--- config.mk ---
export PLATFORM = sky130hd
export DESIGN_NAME = adcseq_sequencer
export DESIGN_NICKNAME = d
export VERILOG_FILES = /design/src/verilog/adcseq_pkg.sv /design/src/verilog/adcseq_sequencer.sv
export SDC_FILE = /design/constraint.sdc
export NUM_CORES = 1
export LEC_CHECK = 0
export ABC_AREA = 1
export BUFFER_PORTS_ARGS = -buffer_cell sky130_fd_sc_hd__buf_2
export CELL_PAD_IN_SITES_DETAIL_PLACEMENT = 0
export CELL_PAD_IN_SITES_GLOBAL_PLACEMENT = 1
export CORE_MARGIN = 2
export CORE_UTILIZATION = 39
export DETAILED_ROUTE_END_ITERATION = 8
export PLACE_DENSITY_LB_ADDON = 0.1
export SYNTH_ARGS = -nofsm -noshare
export SYNTH_HDL_FRONTEND = slang
export SYNTH_SLANG_ARGS = --single-unit
--- constraint.sdc ---
create_clock -name clk_i -period 3.8 [get_ports clk_i]
set_input_delay 0.76 -clock clk_i [delete_from_list [all_inputs] [get_ports clk_i]]
set_output_delay 0.76 -clock clk_i [all_outputs]
set_load 0.005 [all_outputs]
--- src/verilog/adcseq_pkg.sv ---
// =====================================================================
// Shared constants and types of the auto sampling sequencer
package adcseq_pkg;

  // =====================================================================
  // Bus geometry
  localparam int unsigned ADDR_W = 12;               // Byte address width
  localparam int unsigned DATA_W = 32;               // Avalon data width
  localparam int unsigned IDX_W = 10;                // Word index width

  // =====================================================================
  // Register indices; byte address is four times the index
  localparam logic [IDX_W-1:0] IDX_VREF_SELECT = 10'h0E7;
  localparam logic [IDX_W-1:0] IDX_RESOLUTION_SELECT = 10'h0EB;
  localparam logic [IDX_W-1:0] IDX_DIFF_MISC_RES = 10'h0EC;
  localparam logic [IDX_W-1:0] IDX_SAMPLE_TIME_LR = 10'h0ED;
  localparam logic [IDX_W-1:0] IDX_SAMPLE_TIME_MISC = 10'h0EE;
  localparam logic [IDX_W-1:0] IDX_MISC_CAP_LEN_LOW = 10'h0EF;
  localparam logic [IDX_W-1:0] IDX_LR_CAP_LEN_LOW = 10'h0F0;
  localparam logic [IDX_W-1:0] IDX_STATE_LEN_HIGH = 10'h0F1;
  localparam logic [IDX_W-1:0] IDX_CHAN_EN_LAST = 10'h0F2;
  localparam logic [IDX_W-1:0] IDX_CONV_CLK_DIV = 10'h0F4;
  localparam logic [IDX_W-1:0] IDX_MISC_RESULT_LOW = 10'h0F7;
  localparam logic [IDX_W-1:0] IDX_MISC_RESULT_HIGH = 10'h0F8;
  localparam logic [IDX_W-1:0] IDX_INPUT_SCALING = 10'h0FA;
  localparam logic [IDX_W-1:0] IDX_CONVERTER_POWER = 10'h0FC;

  // =====================================================================
  // Field positions
  localparam int unsigned POWER_DOWN_BIT = 5;        // converter_power_down
  localparam int unsigned VALID_BIT = 7;             // result_valid_flag
  localparam int unsigned DIFF_BIT_BASE = 4;         // Left diff at 4, right 5, misc 6
  localparam int unsigned SCALE_LSB = 6;             // input_scaling_select
  localparam int unsigned LAST_IDX_LSB = 4;          // Last state index field
  localparam int unsigned EN_LEFT_BIT = 0;
  localparam int unsigned EN_RIGHT_BIT = 1;
  localparam int unsigned EN_MISC_BIT = 2;
  localparam int unsigned RES_RIGHT_LSB = 4;         // Right resolution in 0xeb
  localparam int unsigned TSAMP_RIGHT_LSB = 4;       // Right sampling time in 0xed
  localparam int unsigned SET_LEN_LSB = 0;           // Set length in 0xf1
  localparam int unsigned LR_CAP_HI_LSB = 4;         // Left/right capture high bits
  localparam int unsigned MISC_CAP_HI_LSB = 6;       // aux_capture_length high bits

  // =====================================================================
  // Reset values
  localparam logic [7:0] POWER_RST = 8'h20;          // Powered down out of reset
  localparam logic [7:0] REG_RST = 8'h00;            // All other settings

  // Resolution codes
  localparam logic [1:0] RES_8 = 2'h0;
  localparam logic [1:0] RES_10 = 2'h1;
  localparam logic [1:0] RES_12 = 2'h2;
  localparam logic [1:0] RES_14 = 2'h3;

  // =====================================================================
  // Timing: reference rate and system clock rate in kHz
  localparam int unsigned REF_KHZ = 24000;
  localparam int unsigned CLK_KHZ = 125000;
  localparam int unsigned RATE_GCD = 1000;
  localparam logic [7:0] REF_STEP = 8'(REF_KHZ / RATE_GCD);  // Phase step per clk
  localparam logic [7:0] REF_MOD = 8'(CLK_KHZ / RATE_GCD);   // Phase modulus

  // =====================================================================
  // Enumerations
  typedef enum logic [1:0] {CH_LEFT, CH_RIGHT, CH_MISC} adcseq_chan_e_t;
  typedef enum logic [1:0] {SQ_IDLE, SQ_SET, SQ_CAPTURE} adcseq_seq_e_t;

  // =====================================================================
  // Carriers
  typedef struct packed {
    logic power_down;           // converter_power_down level
    logic clk_en;               // Converter clock enable pulse
    logic run;                  // Start of conversion pulse
    adcseq_chan_e_t chan;       // Channel for the input mux
    logic [1:0] vref;           // Reference select
    logic [1:0] res;            // Resolution code
    logic diff;                 // Differential input
    logic [3:0] tsamp;          // Sampling time in converter clocks
    logic [1:0] scale;          // input_scaling_select
  } adcseq_conv_ctrl_t;

  typedef struct packed {
    logic valid;                // One-cycle result strobe
    adcseq_chan_e_t chan;       // Source channel
    logic [14:0] data;          // Sign-extended result
  } adcseq_sample_t;

  typedef struct packed {
    logic [7:0] vref_select;
    logic [7:0] resolution_select;
    logic [7:0] diff_and_misc_resolution;
    logic [7:0] sample_time_lr;
    logic [7:0] sample_time_misc;
    logic [7:0] misc_capture_len_low;
    logic [7:0] lr_capture_len_low;
    logic [7:0] state_length_high;
    logic [7:0] channel_enable_last_index;
    logic [7:0] converter_clock_divider;
    logic [7:0] input_scaling;
    logic [7:0] converter_power;
  } adcseq_regs_t;

  typedef struct packed {
    adcseq_regs_t regs;         // Software settings
    adcseq_seq_e_t st;          // Sequencer phase
    logic [2:0] idx;            // Current state index
    adcseq_chan_e_t chan;       // Current channel
    logic [9:0] cnt;            // Reference ticks spent in state
    logic [7:0] ref_acc;        // Reference phase accumulator
    logic [2:0] div_cnt;        // Converter clock divider
    logic [14:0] result_misc;   // Latest misc result
    logic valid_flag;           // result_valid_flag
    adcseq_conv_ctrl_t ctrl;    // Converter control outputs
    adcseq_sample_t sample;     // Result stream output
    logic ack;                  // Bus answer cycle
    logic [DATA_W-1:0] rdata;   // Bus read data
  } adcseq_state_t;

endpackage

--- src/verilog/adcseq_sequencer.sv ---
`timescale 1ns/10ps
module adcseq_sequencer (
  input wire logic clk_i,
  input wire logic resetn_i,
  // Avalon-MM slave
  input wire logic [adcseq_pkg::ADDR_W-1:0] avs_address_i,
  input wire logic avs_read_i,
  input wire logic avs_write_i,
  input wire logic [adcseq_pkg::DATA_W-1:0] avs_writedata_i,
  input wire logic [3:0] avs_byteenable_i,
  output logic [adcseq_pkg::DATA_W-1:0] avs_readdata_o,
  output logic avs_waitrequest_o,
  // Converter core, same clock domain
  input wire logic [13:0] conv_data_i,
  output adcseq_pkg::adcseq_conv_ctrl_t conv_ctrl_o,
  // Result stream
  output adcseq_pkg::adcseq_sample_t sample_o
);

  // =====================================================================
  // Helper functions

  // Channel of the n-th enabled slot; bit 2 says whether it exists
  function automatic logic [2:0] slot_chan(input logic [1:0] slot, input logic [2:0] en);
    logic [1:0] seen;
    logic [2:0] res;
    seen = 2'h0;
    res = 3'h0;
    for (int c = 0; c < 3; c++) begin
      if (en[c] && !res[2]) begin
        if (seen == slot) begin
          res = {1'b1, 2'(c)};
        end
        seen = seen + 2'h1;
      end
    end
    return res;
  endfunction

  // Sign-extend a raw result of the chosen resolution to 15 bits
  function automatic logic [14:0] sext(input logic [13:0] raw, input logic [1:0] res);
    logic [14:0] v;
    v = {1'b0, raw};
    unique case (res)
      adcseq_pkg::RES_8: v = {{7{raw[7]}}, raw[7:0]};
      adcseq_pkg::RES_10: v = {{5{raw[9]}}, raw[9:0]};
      adcseq_pkg::RES_12: v = {{3{raw[11]}}, raw[11:0]};
      adcseq_pkg::RES_14: v = {raw[13], raw};
    endcase
    return v;
  endfunction

  // Settings applied to the converter for one channel
  function automatic adcseq_pkg::adcseq_conv_ctrl_t chan_settings(
    input adcseq_pkg::adcseq_regs_t r,
    input adcseq_pkg::adcseq_chan_e_t ch
  );
    adcseq_pkg::adcseq_conv_ctrl_t s;
    s = '0;
    s.power_down = r.converter_power[adcseq_pkg::POWER_DOWN_BIT];
    s.chan = ch;
    s.scale = r.input_scaling[adcseq_pkg::SCALE_LSB +: 2];
    unique case (ch)
      adcseq_pkg::CH_LEFT: begin
        s.vref = r.vref_select[1:0];
        s.res = r.resolution_select[1:0];
        s.diff = r.diff_and_misc_resolution[adcseq_pkg::DIFF_BIT_BASE];
        s.tsamp = r.sample_time_lr[3:0];
      end
      adcseq_pkg::CH_RIGHT: begin
        s.vref = r.vref_select[3:2];
        s.res = r.resolution_select[adcseq_pkg::RES_RIGHT_LSB +: 2];
        s.diff = r.diff_and_misc_resolution[adcseq_pkg::DIFF_BIT_BASE + 1];
        s.tsamp = r.sample_time_lr[adcseq_pkg::TSAMP_RIGHT_LSB +: 4];
      end
      default: begin
        // Misc channel; code 3 never occurs but falls here too
        s.vref = r.vref_select[5:4];
        s.res = r.diff_and_misc_resolution[1:0];
        s.diff = r.diff_and_misc_resolution[adcseq_pkg::DIFF_BIT_BASE + 2];
        s.tsamp = r.sample_time_misc[3:0];
      end
    endcase
    return s;
  endfunction

  // Read multiplexer; unmapped words read as zero
  function automatic logic [7:0] read_reg(
    input logic [adcseq_pkg::IDX_W-1:0] idx,
    input adcseq_pkg::adcseq_state_t s
  );
    logic [7:0] v;
    v = 8'h00;
    unique case (idx)
      adcseq_pkg::IDX_VREF_SELECT: v = s.regs.vref_select;
      adcseq_pkg::IDX_RESOLUTION_SELECT: v = s.regs.resolution_select;
      adcseq_pkg::IDX_DIFF_MISC_RES: v = s.regs.diff_and_misc_resolution;
      adcseq_pkg::IDX_SAMPLE_TIME_LR: v = s.regs.sample_time_lr;
      adcseq_pkg::IDX_SAMPLE_TIME_MISC: v = s.regs.sample_time_misc;
      adcseq_pkg::IDX_MISC_CAP_LEN_LOW: v = s.regs.misc_capture_len_low;
      adcseq_pkg::IDX_LR_CAP_LEN_LOW: v = s.regs.lr_capture_len_low;
      adcseq_pkg::IDX_STATE_LEN_HIGH: v = s.regs.state_length_high;
      adcseq_pkg::IDX_CHAN_EN_LAST: v = s.regs.channel_enable_last_index;
      adcseq_pkg::IDX_CONV_CLK_DIV: v = s.regs.converter_clock_divider;
      adcseq_pkg::IDX_MISC_RESULT_LOW: v = s.result_misc[7:0];
      adcseq_pkg::IDX_MISC_RESULT_HIGH: v = {s.valid_flag, s.result_misc[14:8]};
      adcseq_pkg::IDX_INPUT_SCALING: v = s.regs.input_scaling;
      adcseq_pkg::IDX_CONVERTER_POWER: v = s.regs.converter_power;
      default: v = 8'h00;
    endcase
    return v;
  endfunction

  // =====================================================================
  // State and working signals
  adcseq_pkg::adcseq_state_t q; // Registered state
  adcseq_pkg::adcseq_state_t d; // Next state
  logic req; // Bus request present
  logic [adcseq_pkg::IDX_W-1:0] widx; // Word index of the access
  logic [8:0] acc_sum; // Phase accumulator sum
  logic ref_tick; // One pulse per 24 MHz reference cycle
  logic [2:0] en_eff; // Effective channel enables
  logic [2:0] last_idx; // Programmed last state index
  logic [9:0] len; // Length of the current state
  logic state_end; // Current state finishes this cycle
  logic do_enter; // Enter a new state this cycle
  logic [2:0] nidx; // Index being entered
  logic [2:0] look; // Slot lookup result
  logic [14:0] cap_data; // Sign-extended capture

  // Handshake is combinational: stall only the first cycle of a request
  assign req = avs_read_i | avs_write_i;
  assign avs_waitrequest_o = req & ~q.ack;
  assign avs_readdata_o = q.rdata;
  assign conv_ctrl_o = q.ctrl;
  assign sample_o = q.sample;
  assign widx = avs_address_i[adcseq_pkg::ADDR_W-1:2];

  // =====================================================================
  // Next-state logic
  always_comb begin
    d = q;
    d.ctrl.run = 1'b0;
    d.ctrl.clk_en = 1'b0;
    d.sample.valid = 1'b0;
    do_enter = 1'b0;
    nidx = 3'h1;
    look = 3'h0;
    cap_data = sext(conv_data_i, q.ctrl.res);

    // Bus: first cycle samples read data, second cycle answers
    d.ack = req & ~q.ack;
    if (avs_read_i && !q.ack) begin
      d.rdata = {24'h000000, read_reg(widx, q)};
    end
    // Writes land at the answering edge, low byte lane only
    if (avs_write_i && q.ack && avs_byteenable_i[0]) begin
      unique case (widx)
        adcseq_pkg::IDX_VREF_SELECT: d.regs.vref_select = avs_writedata_i[7:0];
        adcseq_pkg::IDX_RESOLUTION_SELECT: d.regs.resolution_select = avs_writedata_i[7:0];
        adcseq_pkg::IDX_DIFF_MISC_RES: d.regs.diff_and_misc_resolution = avs_writedata_i[7:0];
        adcseq_pkg::IDX_SAMPLE_TIME_LR: d.regs.sample_time_lr = avs_writedata_i[7:0];
        adcseq_pkg::IDX_SAMPLE_TIME_MISC: d.regs.sample_time_misc = avs_writedata_i[7:0];
        adcseq_pkg::IDX_MISC_CAP_LEN_LOW: d.regs.misc_capture_len_low = avs_writedata_i[7:0];
        adcseq_pkg::IDX_LR_CAP_LEN_LOW: d.regs.lr_capture_len_low = avs_writedata_i[7:0];
        adcseq_pkg::IDX_STATE_LEN_HIGH: d.regs.state_length_high = avs_writedata_i[7:0];
        adcseq_pkg::IDX_CHAN_EN_LAST: d.regs.channel_enable_last_index = avs_writedata_i[7:0];
        adcseq_pkg::IDX_CONV_CLK_DIV: d.regs.converter_clock_divider = avs_writedata_i[7:0];
        adcseq_pkg::IDX_INPUT_SCALING: d.regs.input_scaling = avs_writedata_i[7:0];
        adcseq_pkg::IDX_CONVERTER_POWER: d.regs.converter_power = avs_writedata_i[7:0];
        default: begin
          // Read-only or unmapped: write is accepted and dropped
        end
      endcase
    end

    // Power level follows the register directly
    d.ctrl.power_down = q.regs.converter_power[adcseq_pkg::POWER_DOWN_BIT];

    // Fractional divider: 24 pulses in every 125 clocks, jitter of one clock
    acc_sum = {1'b0, q.ref_acc} + {1'b0, adcseq_pkg::REF_STEP};
    ref_tick = (acc_sum >= {1'b0, adcseq_pkg::REF_MOD});
    if (ref_tick) begin
      d.ref_acc = 8'(acc_sum - {1'b0, adcseq_pkg::REF_MOD});
    end else begin
      d.ref_acc = acc_sum[7:0];
    end

    // Converter clock enable every divider+1 reference ticks
    if (ref_tick) begin
      if (q.div_cnt == q.regs.converter_clock_divider[2:0]) begin
        d.div_cnt = 3'h0;
        d.ctrl.clk_en = 1'b1;
      end else begin
        d.div_cnt = q.div_cnt + 3'h1;
      end
    end

    // Right counts only behind left; left and misc stand alone
    en_eff[adcseq_pkg::EN_LEFT_BIT] = q.regs.channel_enable_last_index[adcseq_pkg::EN_LEFT_BIT];
    en_eff[adcseq_pkg::EN_RIGHT_BIT] = q.regs.channel_enable_last_index[adcseq_pkg::EN_RIGHT_BIT]
      & q.regs.channel_enable_last_index[adcseq_pkg::EN_LEFT_BIT];
    en_eff[adcseq_pkg::EN_MISC_BIT] = q.regs.channel_enable_last_index[adcseq_pkg::EN_MISC_BIT];
    last_idx = q.regs.channel_enable_last_index[adcseq_pkg::LAST_IDX_LSB +: 3];

    // Length of the running state in reference ticks
    if (q.st == adcseq_pkg::SQ_SET) begin
      len = {6'h00, q.regs.state_length_high[adcseq_pkg::SET_LEN_LSB +: 4]};
    end else if (q.chan == adcseq_pkg::CH_MISC) begin
      len = {q.regs.state_length_high[adcseq_pkg::MISC_CAP_HI_LSB +: 2],
             q.regs.misc_capture_len_low};
    end else begin
      len = {q.regs.state_length_high[adcseq_pkg::LR_CAP_HI_LSB +: 2],
             q.regs.lr_capture_len_low};
    end
    // A zero length still takes one tick so the walk never stalls
    state_end = ref_tick && ({1'b0, q.cnt} + 11'h001 >= {1'b0, len});

    // Sequencer walk
    if (q.regs.converter_power[adcseq_pkg::POWER_DOWN_BIT] || en_eff == 3'h0) begin
      // Powered down or nothing enabled: park
      d.st = adcseq_pkg::SQ_IDLE;
      d.idx = 3'h0;
      d.cnt = 10'h000;
    end else begin
      unique case (q.st)
        adcseq_pkg::SQ_IDLE: begin
          do_enter = 1'b1;
          nidx = 3'h1;
        end
        adcseq_pkg::SQ_SET,
        adcseq_pkg::SQ_CAPTURE: begin
          if (state_end) begin
            do_enter = 1'b1;
            // Wrap after the programmed last index
            if (q.idx == last_idx || q.idx == 3'h7) begin
              nidx = 3'h1;
            end else begin
              nidx = q.idx + 3'h1;
            end
          end else if (ref_tick) begin
            d.cnt = q.cnt + 10'h001;
          end
        end
        default: begin
          // Illegal phase code: restart cleanly
          do_enter = 1'b1;
          nidx = 3'h1;
        end
      endcase
    end

    if (do_enter) begin
      // Odd index is Set, even is Capture of slot (index-1)/2
      look = slot_chan(2'((nidx - 3'h1) >> 1), en_eff);
      if (!look[2]) begin
        // Index past the enabled channels: begin again
        nidx = 3'h1;
        look = slot_chan(2'h0, en_eff);
      end
      d.idx = nidx;
      d.cnt = 10'h000;
      d.chan = adcseq_pkg::adcseq_chan_e_t'(look[1:0]);
      if (nidx[0]) begin
        d.st = adcseq_pkg::SQ_SET;
        d.ctrl = chan_settings(q.regs, adcseq_pkg::adcseq_chan_e_t'(look[1:0]));
        d.ctrl.clk_en = 1'b0;
        if (ref_tick && q.div_cnt == q.regs.converter_clock_divider[2:0]) begin
          d.ctrl.clk_en = 1'b1;
        end
      end else begin
        d.st = adcseq_pkg::SQ_CAPTURE;
        d.ctrl.run = 1'b1;
        d.valid_flag = 1'b0;
      end
    end

    // Capture end latches data; placed last so the set beats any clear
    if (q.st == adcseq_pkg::SQ_CAPTURE && state_end && do_enter) begin
      d.sample.valid = 1'b1;
      d.sample.chan = q.chan;
      d.sample.data = cap_data;
      d.valid_flag = 1'b1;
      if (q.chan == adcseq_pkg::CH_MISC) begin
        d.result_misc = cap_data;
      end
    end
  end

  // =====================================================================
  // State register
  always_ff @(posedge clk_i or negedge resetn_i) begin
    if (!resetn_i) begin
      q <= '0;
      q.regs.converter_power <= adcseq_pkg::POWER_RST;
      q.ctrl.power_down <= 1'b1;
    end else begin
      q <= d;
    end
  end

endmodule // adcseq_sequencer

==> summary.txt, run 1 <==
Synth
  – Top cells by count, synth: nand2_1 (310), dfrtp_1 (178), o21ai_0 (130)
  – Post-synth top flop: dfrtp_1
  – Yosys reg bits: 180
  – Avg Synthesized Cell Area: 8.30 sq um
  – Post-synth EDFFs: 0
  – Cell count after synthesis: 1143
  – Async S/R FF share, synth: 1.00
  – Synth area leader: dfrtp_1
  – Top cell type's share of synthesized area: 0.469
  – Syn Std Cell Area: 0.00949 sq mm
  – Most frequent cell after synthesis: nand2_1
  – Ys Warns: 0
  – Post-synth cell types: 51
  – Sequential cell area fraction in the yosys report: 0.475
  – Top post-synthesis cells by area: dfrtp_1 (47%), nand2_1 (12%), o21ai_0 (6.9%)

Floorplanning
  – Row cnt: between 50 and 60
  – I/O pin count: 133
  – Die Wd: 160 microns
  – CORE AREA: ~0.024 sq mm
  – Full die area: 0.0256 sq mm
  – Die Ht: 160 microns
  – Initial Util: 0.394

Global routing
  – Initial antenna violation count: 0
  – Gr usage total: 0.213
  – First-pass GRT wire length: 42100 microns
  – Vias in the first global route: 7327
  – Largest net degree at the start of global routing: 89
  – Total global routing overflow: 0

Route
  – Wire per inst: 16.8 microns
  – Final WL: 26400 microns
  – Vias: 7666
  – Iter 0 DRT Violations: 695
  – Remaining DRCs: 0
  – DRT antenna net count: 0
  – Via/cell ratio: 4.87
  – First-pass DRT Iterations: 5

Clock tree
  – H-tree lvl count: 4
  – Clock input transition at the sequential cells of the worst setup and hold paths: 80 ps
  – CTS tree: built
  – Worst-Skew Late Latency: roughly 450 ps
  – TritonCTS Buffers: 17
  – Clk sink count: between 150 and 200
  – Deepest clock path buffer count: 2
  – Clk root buf: clkbuf_16

Timing
  – Final WS setup: -326 ps
  – Fin crit period: 4130 ps
  – Final hold violations: 0
  – RSZ-0062 raised after global routing: true
  – Slew @ Worst Pin: 750 ps
  – Final Setup Violations: 20
  – Fin crit share: 1.09
  – Max-slew violation count: 0
  – Final hold slack: approximately 370 ps
  – Rel. slew slack: 0.500
  – F_max: 242 MHz
  – Setup Skew: around 17 ps

Worst setup path
  – Critical Path Max Stage Delay: 410 ps
  – Critical Path AT: around 4500 ps
  – Req. time, crit path: 4140 ps
  – Setup crit end kind: flip-flop
  – Setup crit start kind: flip-flop
  – CP dominant cell by count: nand2_1
  – Crit Path Max Fanout: 10
  – CP max stage cell: dfrtp_1
  – Worst setup path class: flip-flop to flip-flop

Status
  – Status: finished, violations left
  – Failing checks: negative setup slack

Layout
  – Fin cells: 1575
  – Ant. Diodes: 0
  – Synthesis-to-finish area growth: 18.0%
  – Nets@finish: 1326
  – Filler Cell Count: around 2.5k
  – Layout cells sized above 1: 0.214

Power
  – PD cells: 351 mW/mm^2
  – Leakage: approximately 0.0054 uW
  – Max IR drop VDD: 223 uV

Place
  – Dpl cells: between 1.5k and 2k
  – GP Congestion: 0.811
  – DP HPWL: between 15000 and 20000 microns
  – Port bufs: 79

Hold path
  – Hold Crit Class: input pin to asynchronous set/reset pin

Flow run
  – Max Cap Viol: 0
power breakdown:
part / internal [uW] / switching [uW] / leakage (uW)
Combinational: 41.0 / 118 / 0.00276
Clock: 954 / 893 / 0.000299
Sequential: 1920 / 9.01 / 0.00234
metal layers:
metal	vias to the layer above	wire length (microns)	GRT usage	share of wire
met5	-	0	0	0
met1	3664	13100	0.314	0.50
met2	140	12100	0.331	0.46
met4	0	210	0.0479	0.0079
li1	3848	-	-	-
met3	14	1070	0.0338	0.040
sequential cells by signal (all words and copies together), names as in the netlist:
register,count
last_idx,3
conv_ctrl_o,16
q,134
en_eff,2
avs_readdata_o,8
sample_o,17
final timing paths:
| check | startpoint | to | slack, ps | depth (start not counted) |
|---|---|---|---|---|
| worst max register to register | q[104] | conv_ctrl_o[8] | -330 | 32 |
| min in group clk_i | q[116] | conv_ctrl_o[15] | 410 | 0 |
| worst min-delay path | resetn_i | q[90] | 370 | 1 |
| worst min register to register | q[116] | conv_ctrl_o[15] | 410 | 0 |
| max in group asynchronous | resetn_i | q[176] | 2660 | 2 |
| worst max-delay path | q[104] | conv_ctrl_o[8] | -330 | 32 |
cell families (layout without fill, tap and decap cells):
kind of cell / after synthesis / count (layout) / synth area share
buf+inv: 237 / 322 / 0.124
mux: 2 / 2 / 0.00237
xor+xnor: 23 / 23 / 0.0228
fa+ha+maj: 22 / 22 / 0.0290
simple gates: 458 / 458 / 0.215
other cells: 1 / 24 / 0.000395
compound gates: 220 / 220 / 0.132
flops: 180 / 180 / 0.475
cell usage in the layout (no fill, tap or decap), types with 5 or more instances in the layout:
master and n:
conb_1 24, o2111ai_1 6, o221ai_1 6, ha_1 18, nor2_4 5, clkinv_1 6, nand2_1 301, o41ai_1 6
nor2_1 27, nand3_1 40, clkbuf_16 18, a21oi_1 18, xor2_1 12, inv_2 7, o21ai_0 124, buf_2 78
nand3_2 6, xnor2_1 7, nor3_1 6, o22ai_1 28, buf_6 6, a22oi_1 6, nor2_2 5, nand2_2 21
nand4_1 28, o21ai_1 9, dfrtp_1 178, inv_1 114, buf_4 68
per-stage QoR:
| step | TNS [ps] | setup WS [ps] | utilization | total power [uW] | cell area, sq um |
|---|---|---|---|---|---|
| after floorplan | -332 | -41.5 | - | 2040 | 9620 |
| after global placement | -6690 | -408 | 0.426 | 2130 | 10300 |
| after detailed placement | -7080 | -423 | 0.426 | 2130 | 10300 |
| after CTS | -5080 | -330 | 0.458 | 3980 | 11000 |
| after global routing | -10960 | -638 | 0.465 | 4070 | 11200 |
| final | -4780 | -326 | 0.465 | 3940 | 11200 |
worst max-delay path: cells and delay by family (launching register included):
family	cells	cell delay (ps)
flip-flops	1	410
XOR/XNOR	1	110
AO/OA/AOI/OAI	3	310
adder cells (fa/ha/maj)	3	820
buffers and inverters	6	700
AND/OR/NAND/NOR	19	1690
cell type report:
type	count	area (sq um)	share of cell area
Inverter	130	497	0.0443
Tap cell	324	405	0.0362
Clock buffer	18	429	0.0383
Clock inverter	14	184	0.0164
Multi-Input combinational cell	749	4060	0.362
Sequential cell	180	4510	0.402
Timing Repair Buffer	160	1120	0.100
what timing repair did:
action                     4_1_cts  5_1_grt
setup buffers                    5        6
setup endpoints to repair       20       20
resized for setup               28       27
cloned                           1        1
hold buffers                     0        0
pin swaps                        7        5
Note: power is estimated with default switching activity, not from simulation.
==> inputs of run 2 (changes only) <==
Settings changed: BUFFER_PORTS_ARGS -buffer_cell sky130_fd_sc_hd__buf_2 to -buffer_cell sky130_fd_sc_hd__buf_4, CORE_MARGIN 2 to 4.
==> summary.txt, run 2 (synthesis results as in run 1) <==
Status
  – Status: finished, violations left
  – Failing checks: negative setup slack

Worst setup path
  – CP max stage cell: dfrtp_1
  – Req. time, crit path: 4130 ps (about the same)
  – Setup crit end kind: flip-flop
  – Crit Path Max Fanout: 9 (-1)
  – Critical Path AT: 4450 ps (about the same)
  – CP bufs+invs: 5 (-1)
  – Setup crit start kind: flip-flop
  – CP top delay family: simple AND/OR/NAND/NOR gates
  – Critical Path Max Stage Delay: 410 ps (about the same)
  – Worst setup path class: flip-flop to flip-flop

Global routing
  – Largest net degree at the start of global routing: 87 (-2.2%)
  – First-pass GRT wire length: 42500 microns (+0.84%)
  – Vias in the first global route: 7586 (+3.5%)
  – Total global routing overflow: 0 (unchanged)
  – Gr usage total: 0.206 (-0.00654)
  – Initial antenna violation count: 0 (unchanged)

Layout
  – Area taken by multi-input logic gates: 0.00417 sq mm (+2.8%)
  – Layout cells sized above 1: 0.234 (+0.0193)
  – Biggest register: q
  – Final core occ: 0.484 (+0.0198)
  – Max reg flops: 134 (unchanged)
  – Most frequent cells in the layout: nand2_1 (298), dfrtp_1 (178), buf_4 (157), o21ai_0 (121), inv_1 (111)
  – Most common cell after layout, fill and taps aside: nand2_1
  – Synthesis-to-finish area growth: 20.9%
  – Filler Cell Count: 2432 (-0.78%)
  – Storage element area: 0.00451 sq mm (unchanged)
  – Nets@finish: 1334 (+0.60%)
  – Final standard cell area without fillers: 0.0115 sq mm (+2.4%)

Route
  – Remaining DRCs: 0 (unchanged)
  – DRT antenna net count: 0 (unchanged)
  – Wire per inst: 17.2 microns (+2.7%)
  – DR top layer: met4
  – Via/cell ratio: 4.92 (+1.1%)
  – Met2 routed wirelength: 12400 microns (+3.0%)
  – Wl on met1: 13300 microns (+1.7%)
  – Final WL: 27200 microns (+3.0%)
  – Vias: 7769 (+1.3%)
  – Iter 0 DRT Violations: 509 (-27%)
  – Met3 WL: 1190 microns (+11%)
  – First-pass DRT Iterations: 5 (unchanged)

Floorplanning
  – Full die area: 0.0269 sq mm (+5.1%)
  – Initial Util: 0.401 (+0.00703)
  – I/O pin count: 133 (unchanged)
  – Die Wd: 164 microns (+2.5%)
  – CORE AREA: 0.0237 sq mm (-1.8%)
  – Row cnt: 56 (-1.8%)
  – Die Ht: 164 microns (+2.5%)

Clock tree
  – Clk root buf: clkbuf_16
  – CTS tree: built
  – Clock input transition at the sequential cells of the worst setup and hold paths: 80 ps (about the same)
  – H-tree lvl count: 4 (unchanged)
  – TritonCTS Buffers: 17 (unchanged)
  – Hold_buf cts: 0 (unchanged)
  – Clk sink count: 180 (unchanged)
  – Worst-Skew Late Latency: 440 ps (about the same)
  – Deepest clock path buffer count: 2 (unchanged)

Timing
  – Final hold violations: 0 (unchanged)
  – F_max: 243 MHz (+0.17%)
  – Setup Skew: 13.8 ps (-3.39 ps)
  – Final WS setup: -319 ps (+7.17 ps)
  – Final Setup Violations: 20 (unchanged)
  – RSZ-0062 raised after global routing: true
  – Fin crit share: 1.08 (-0.00189)
  – Max-slew violation count: 0 (unchanged)
  – Rel. slew slack: 0.407 (-0.0928)
  – Slew @ Worst Pin: 882 ps (+132 ps)
  – Fin crit period: 4120 ps (-7.17 ps)

Power
  – Max IR drop VDD: 252 uV (+13%)
  – PD cells: 335 mW/mm^2 (-4.8%)
  – Leakage: 0.00545 uW (+0.88%)

Place
  – GP Congestion: 0.822 (+1.4%)
  – DP HPWL: 19500 microns (+4.7%)
  – Port bufs: 79 (unchanged)
  – Placement Cell Area: 0.0105 sq mm (+2.0%)

Flow run
  – Max Cap Viol: 0 (unchanged)

Hold path
  – Hold Crit Class: input pin to asynchronous set/reset pin
-- run 2: worst register-to-register path, delay by kind of cell (launching register included) --
kind / cells / cell delay [ps]
AND/OR/NAND/NOR: 17 / 1660
XOR/XNOR: 1 / 130
flip-flops: 1 / 410
buffers and inverters: 5 / 660
adder cells (fa/ha/maj): 3 / 740
AO/OA/AOI/OAI: 3 / 400
-- run 2: through the flow --
step                total power, uW  setup slack (ps)  TNS [ps]  hold WS, ps  cells
floorplan                      2040             -41.5      -332          373   1166
global placement               2140              -442     -7590          395   1529
detailed placement             2140              -483     -8410          391   1529
CTS                            3890              -369     -5850          402   1573
global route                   3980              -616    -10290          404   1578
finish                         3840              -319     -4770          391   1579
-- run 2: final timing paths --
kind	from	endpoint	slack, ps	cells past startpoint
setup / recovery	q[104]	conv_ctrl_o[8]	-320	29
hold / removal	resetn_i	q[89]	390	1
setup reg to reg	q[104]	conv_ctrl_o[8]	-320	29
hold reg to reg	q[116]	conv_ctrl_o[15]	400	0
max in group asynchronous	resetn_i	q[202]	2510	2
min in group clk_i	q[116]	conv_ctrl_o[15]	400	0
-- run 2: cell type report --
type / count / area share
well taps: 319 / 0.0348
flip-flops and latches: 180 / 0.393
repair inverters: 1 / 0.000654
clock inverters: 14 / 0.0125
clock buffers: 18 / 0.0374
multi-input cells: 749 / 0.363
diodes: 1 / 0.000218
repair buffers: 167 / 0.115
inverters: 130 / 0.0433
-- run 2: routing by layer --
layer | global-route usage | vias to the layer above
met2 | 0.323 | 166
li1 | - | 3870
met4 | 0.0499 | 0
met3 | 0.0321 | 19
met5 | 0 | -
met1 | 0.301 | 3714
-- run 2: report_power, final --
part / total [uW] / switching [uW] / internal [uW]
logic: 171 / 120 / 51.9
registers: 1930 / 8.77 / 1920
clock network: 1740 / 863 / 875
total: 3840 / 992 / 2850
-- run 2: timing repair --
item | in CTS | in global routing
resized for setup | 42 | 32
cloned | 2 | 0
buffers inserted | 11 | 7
endpoints found under the setup margin | 20 | 20
pin swaps | 6 | 2
==> inputs of run 3 (changes only) <==
--- a/config.mk
+++ b/config.mk
@@ -14,4 +14,5 @@
 export DETAILED_ROUTE_END_ITERATION = 8
 export PLACE_DENSITY_LB_ADDON = 0.1
+export SETUP_SLACK_MARGIN = 0.05
 export SYNTH_ARGS = -nofsm -noshare
 export SYNTH_HDL_FRONTEND = slang
==> constraint.sdc (replaced) <==
create_clock -name clk_i -period 3.8 [get_ports clk_i]
set_input_delay 0.38 -clock clk_i [delete_from_list [all_inputs] [get_ports clk_i]]
set_output_delay 0.38 -clock clk_i [all_outputs]
set_load 0.005 [all_outputs]
==> summary.txt, run 3 (synthesis results as in run 1) <==
Layout
  – Most common cell after layout, fill and taps aside: nand2_1
  – Final standard cell area without fillers: 0.0114 sq mm (-0.95%)
  – Ant. Diodes: 0 (-1)
  – Most frequent cells in the layout: nand2_1 (294), dfrtp_1 (178), buf_4 (134), o21ai_0 (121), inv_1 (113)
  – Nets@finish: 1315 (-1.4%)
  – Synthesis-to-finish area growth: 19.7%
  – Area taken by multi-input logic gates: 0.00421 sq mm (+1.1%)
  – Filler Cell Count: 2395 (-1.5%)
  – Storage element area: 0.00451 sq mm (unchanged)
  – Fin cells: 1559 (-1.3%)
  – Layout cells sized above 1: 0.218 (-0.0158)
  – Biggest register: q
  – Max reg flops: 134 (unchanged)

Route
  – DRT antenna net count: 0 (unchanged)
  – DR top layer: met4
  – Met2 routed wirelength: 12900 microns (+3.6%)
  – Iter 0 DRT Violations: 542 (+6.5%)
  – Remaining DRCs: 0 (unchanged)
  – Met3 WL: 1570 microns (+32%)
  – Via/cell ratio: 5.04 (+2.4%)
  – First-pass DRT Iterations: 5 (unchanged)
  – Vias: 7853 (+1.1%)
  – Final WL: 28200 microns (+3.6%)
  – Wire per inst: 18.1 microns (+5.0%)
  – Wl on met1: 13300 microns (about the same)

Timing
  – Final hold violations: 0 (unchanged)
  – F_max: 254 MHz (+4.7%)
  – RSZ-0062 raised after global routing: true
  – Max-slew violation count: 0 (unchanged)
  – Slew @ Worst Pin: 1220 ps (+339 ps)
  – Fin crit period: 3930 ps (-187 ps)
  – Fin crit share: 1.03 (-0.0491)
  – Rel. slew slack: 0.181 (-0.226)
  – Final hold slack: 11.8 ps (-379 ps)
  – Final Setup Violations: 20 (unchanged)
  – Final WS setup: -132 ps (+187 ps)
  – Setup Skew: 16.1 ps (+2.29 ps)

Hold path
  – Hold Crit Class: input pin to asynchronous set/reset pin

Place
  – Dpl cells: 1503 (-1.7%)
  – Port bufs: 79 (unchanged)
  – Place WS: -292 ps (+190 ps)
  – DP HPWL: 19500 microns (about the same)
  – GP Congestion: 0.849 (+3.2%)
  – Placement Cell Area: 0.0103 sq mm (-1.8%)

Clock tree
  – Clk root buf: clkbuf_16
  – TritonCTS Buffers: 17 (unchanged)
  – Clk sink count: 180 (unchanged)
  – Worst-Skew Late Latency: 440 ps (about the same)
  – Hold_buf cts: 0 (unchanged)
  – Clock input transition at the sequential cells of the worst setup and hold paths: 80 ps (about the same)
  – H-tree lvl count: 4 (unchanged)
  – CTS tree: built
  – Deepest clock path buffer count: 2 (unchanged)

Worst setup path
  – Req. time, crit path: 4070 ps (-60 ps)
  – CP dominant cell by count: nand2_2
  – Critical Path AT: 4200 ps (-250 ps)
  – Setup crit start kind: flip-flop
  – CP max stage cell: dfrtp_1
  – Critical Path Max Stage Delay: 400 ps (about the same)
  – Crit Path Max Fanout: 6 (-3)
  – Setup crit end kind: flip-flop
  – Worst setup path class: flip-flop to flip-flop

Floorplanning
  – CORE AREA: 0.0237 sq mm (unchanged)
  – Initial Util: 0.401 (unchanged)
  – Die Wd: 164 microns (unchanged)
  – Row cnt: 56 (unchanged)
  – I/O pin count: 133 (unchanged)
  – Full die area: 0.0269 sq mm (unchanged)
  – Die Ht: 164 microns (unchanged)

Status
  – Status: finished, violations left
  – Failing checks: negative setup slack

Flow run
  – Max Cap Viol: 0 (unchanged)

Power
  – Max IR drop VDD: 197 uV (-22%)
  – Total power: 3910 uW (+1.7%)
  – Leakage: 0.00541 uW (-0.75%)
  – PD cells: 344 mW/mm^2 (+2.7%)

Global routing
  – First-pass GRT wire length: 42700 microns (+0.39%)
  – Largest net degree at the start of global routing: 92 (+5.7%)
  – Vias in the first global route: 7314 (-3.6%)
  – Gr usage total: 0.208 (+0.00225)
  – Initial antenna violation count: 0 (unchanged)
  – Total global routing overflow: 0 (unchanged)
## run 3: cell types whose count changed in the layout (fill, tap and decap cells not counted), moves of 3 or more
cell     previous run  this run
a21oi_1            17        21
a21oi_2             5         1
buf_4             157       134
ha_1               13        18
ha_2                4         1
nand2_1           298       294
nand2_2            23        27
nand2_8             3         7
nand3_1            38        34
nand3_2             8        11
o21ai_1             9        12
o21ai_2             6         3
## run 3: cell type report
cell class | count | share of cell area
tap | 319 | 0.0351
sequential | 180 | 0.397
clock buffer | 17 | 0.0374
clock inverter | 15 | 0.0145
timing repair buffer | 143 | 0.100
multi-input combinational | 753 | 0.371
inverter | 130 | 0.0441
timing repair inverter | 2 | 0.00143
## run 3: through the flow
step | util | setup TNS [ps]
5_1_grt | 0.480 | -7300
4_1_cts | 0.468 | -3800
2_1_floorplan | - | -334
3_5_place_dp | 0.434 | -4340
3_3_place_gp | 0.434 | -2640
6_report | 0.480 | -1900
## run 3: final timing paths
| kind | start | end | slack [ps] | cells after the start |
|---|---|---|---|---|
| worst max-delay path | q[94] | q[105] | -130 | 29 |
| worst min-delay path | resetn_i | q[99] | 10 | 1 |
| worst max register to register | q[94] | q[105] | -130 | 29 |
| worst min register to register | q[116] | conv_ctrl_o[15] | 430 | 0 |
| max in group asynchronous | resetn_i | sample_o[5] | 2960 | 2 |
| min in group clk_i | conv_data_i[6] | sample_o[6] | 190 | 3 |
## run 3: layer usage
metal,global-route usage,vias up
met3,0.0361,22
met2,0.320,211
met5,0,-
li1,-,3844
met1,0.306,3776
met4,0.0534,0
## run 3: worst max-delay path, delay by kind of cell (launching register included)
| kind | cells | cell delay, ps |
|---|---|---|
| and+or+nand+nor | 17 | 1600 |
| adders and majority gates | 3 | 790 |
| buffers and inverters | 5 | 510 |
| DFF | 1 | 400 |
| xor gates and xnor gates | 2 | 280 |
| AOI/OAI and AO/OA | 2 | 180 |
## run 3: power by group
part	total (uW)	internal (uW)	switching, uW
combinational	171	49.9	121
clock	1800	935	868
sequential	1930	1920	9.17
## run 3: what timing repair did
item / CTS / global route
cloned: 4 / 2
resized for setup: 19 / 51
endpoints found under the setup margin: 20 / 20
buffers inserted: 12 / 6
pin swaps: 7 / 22
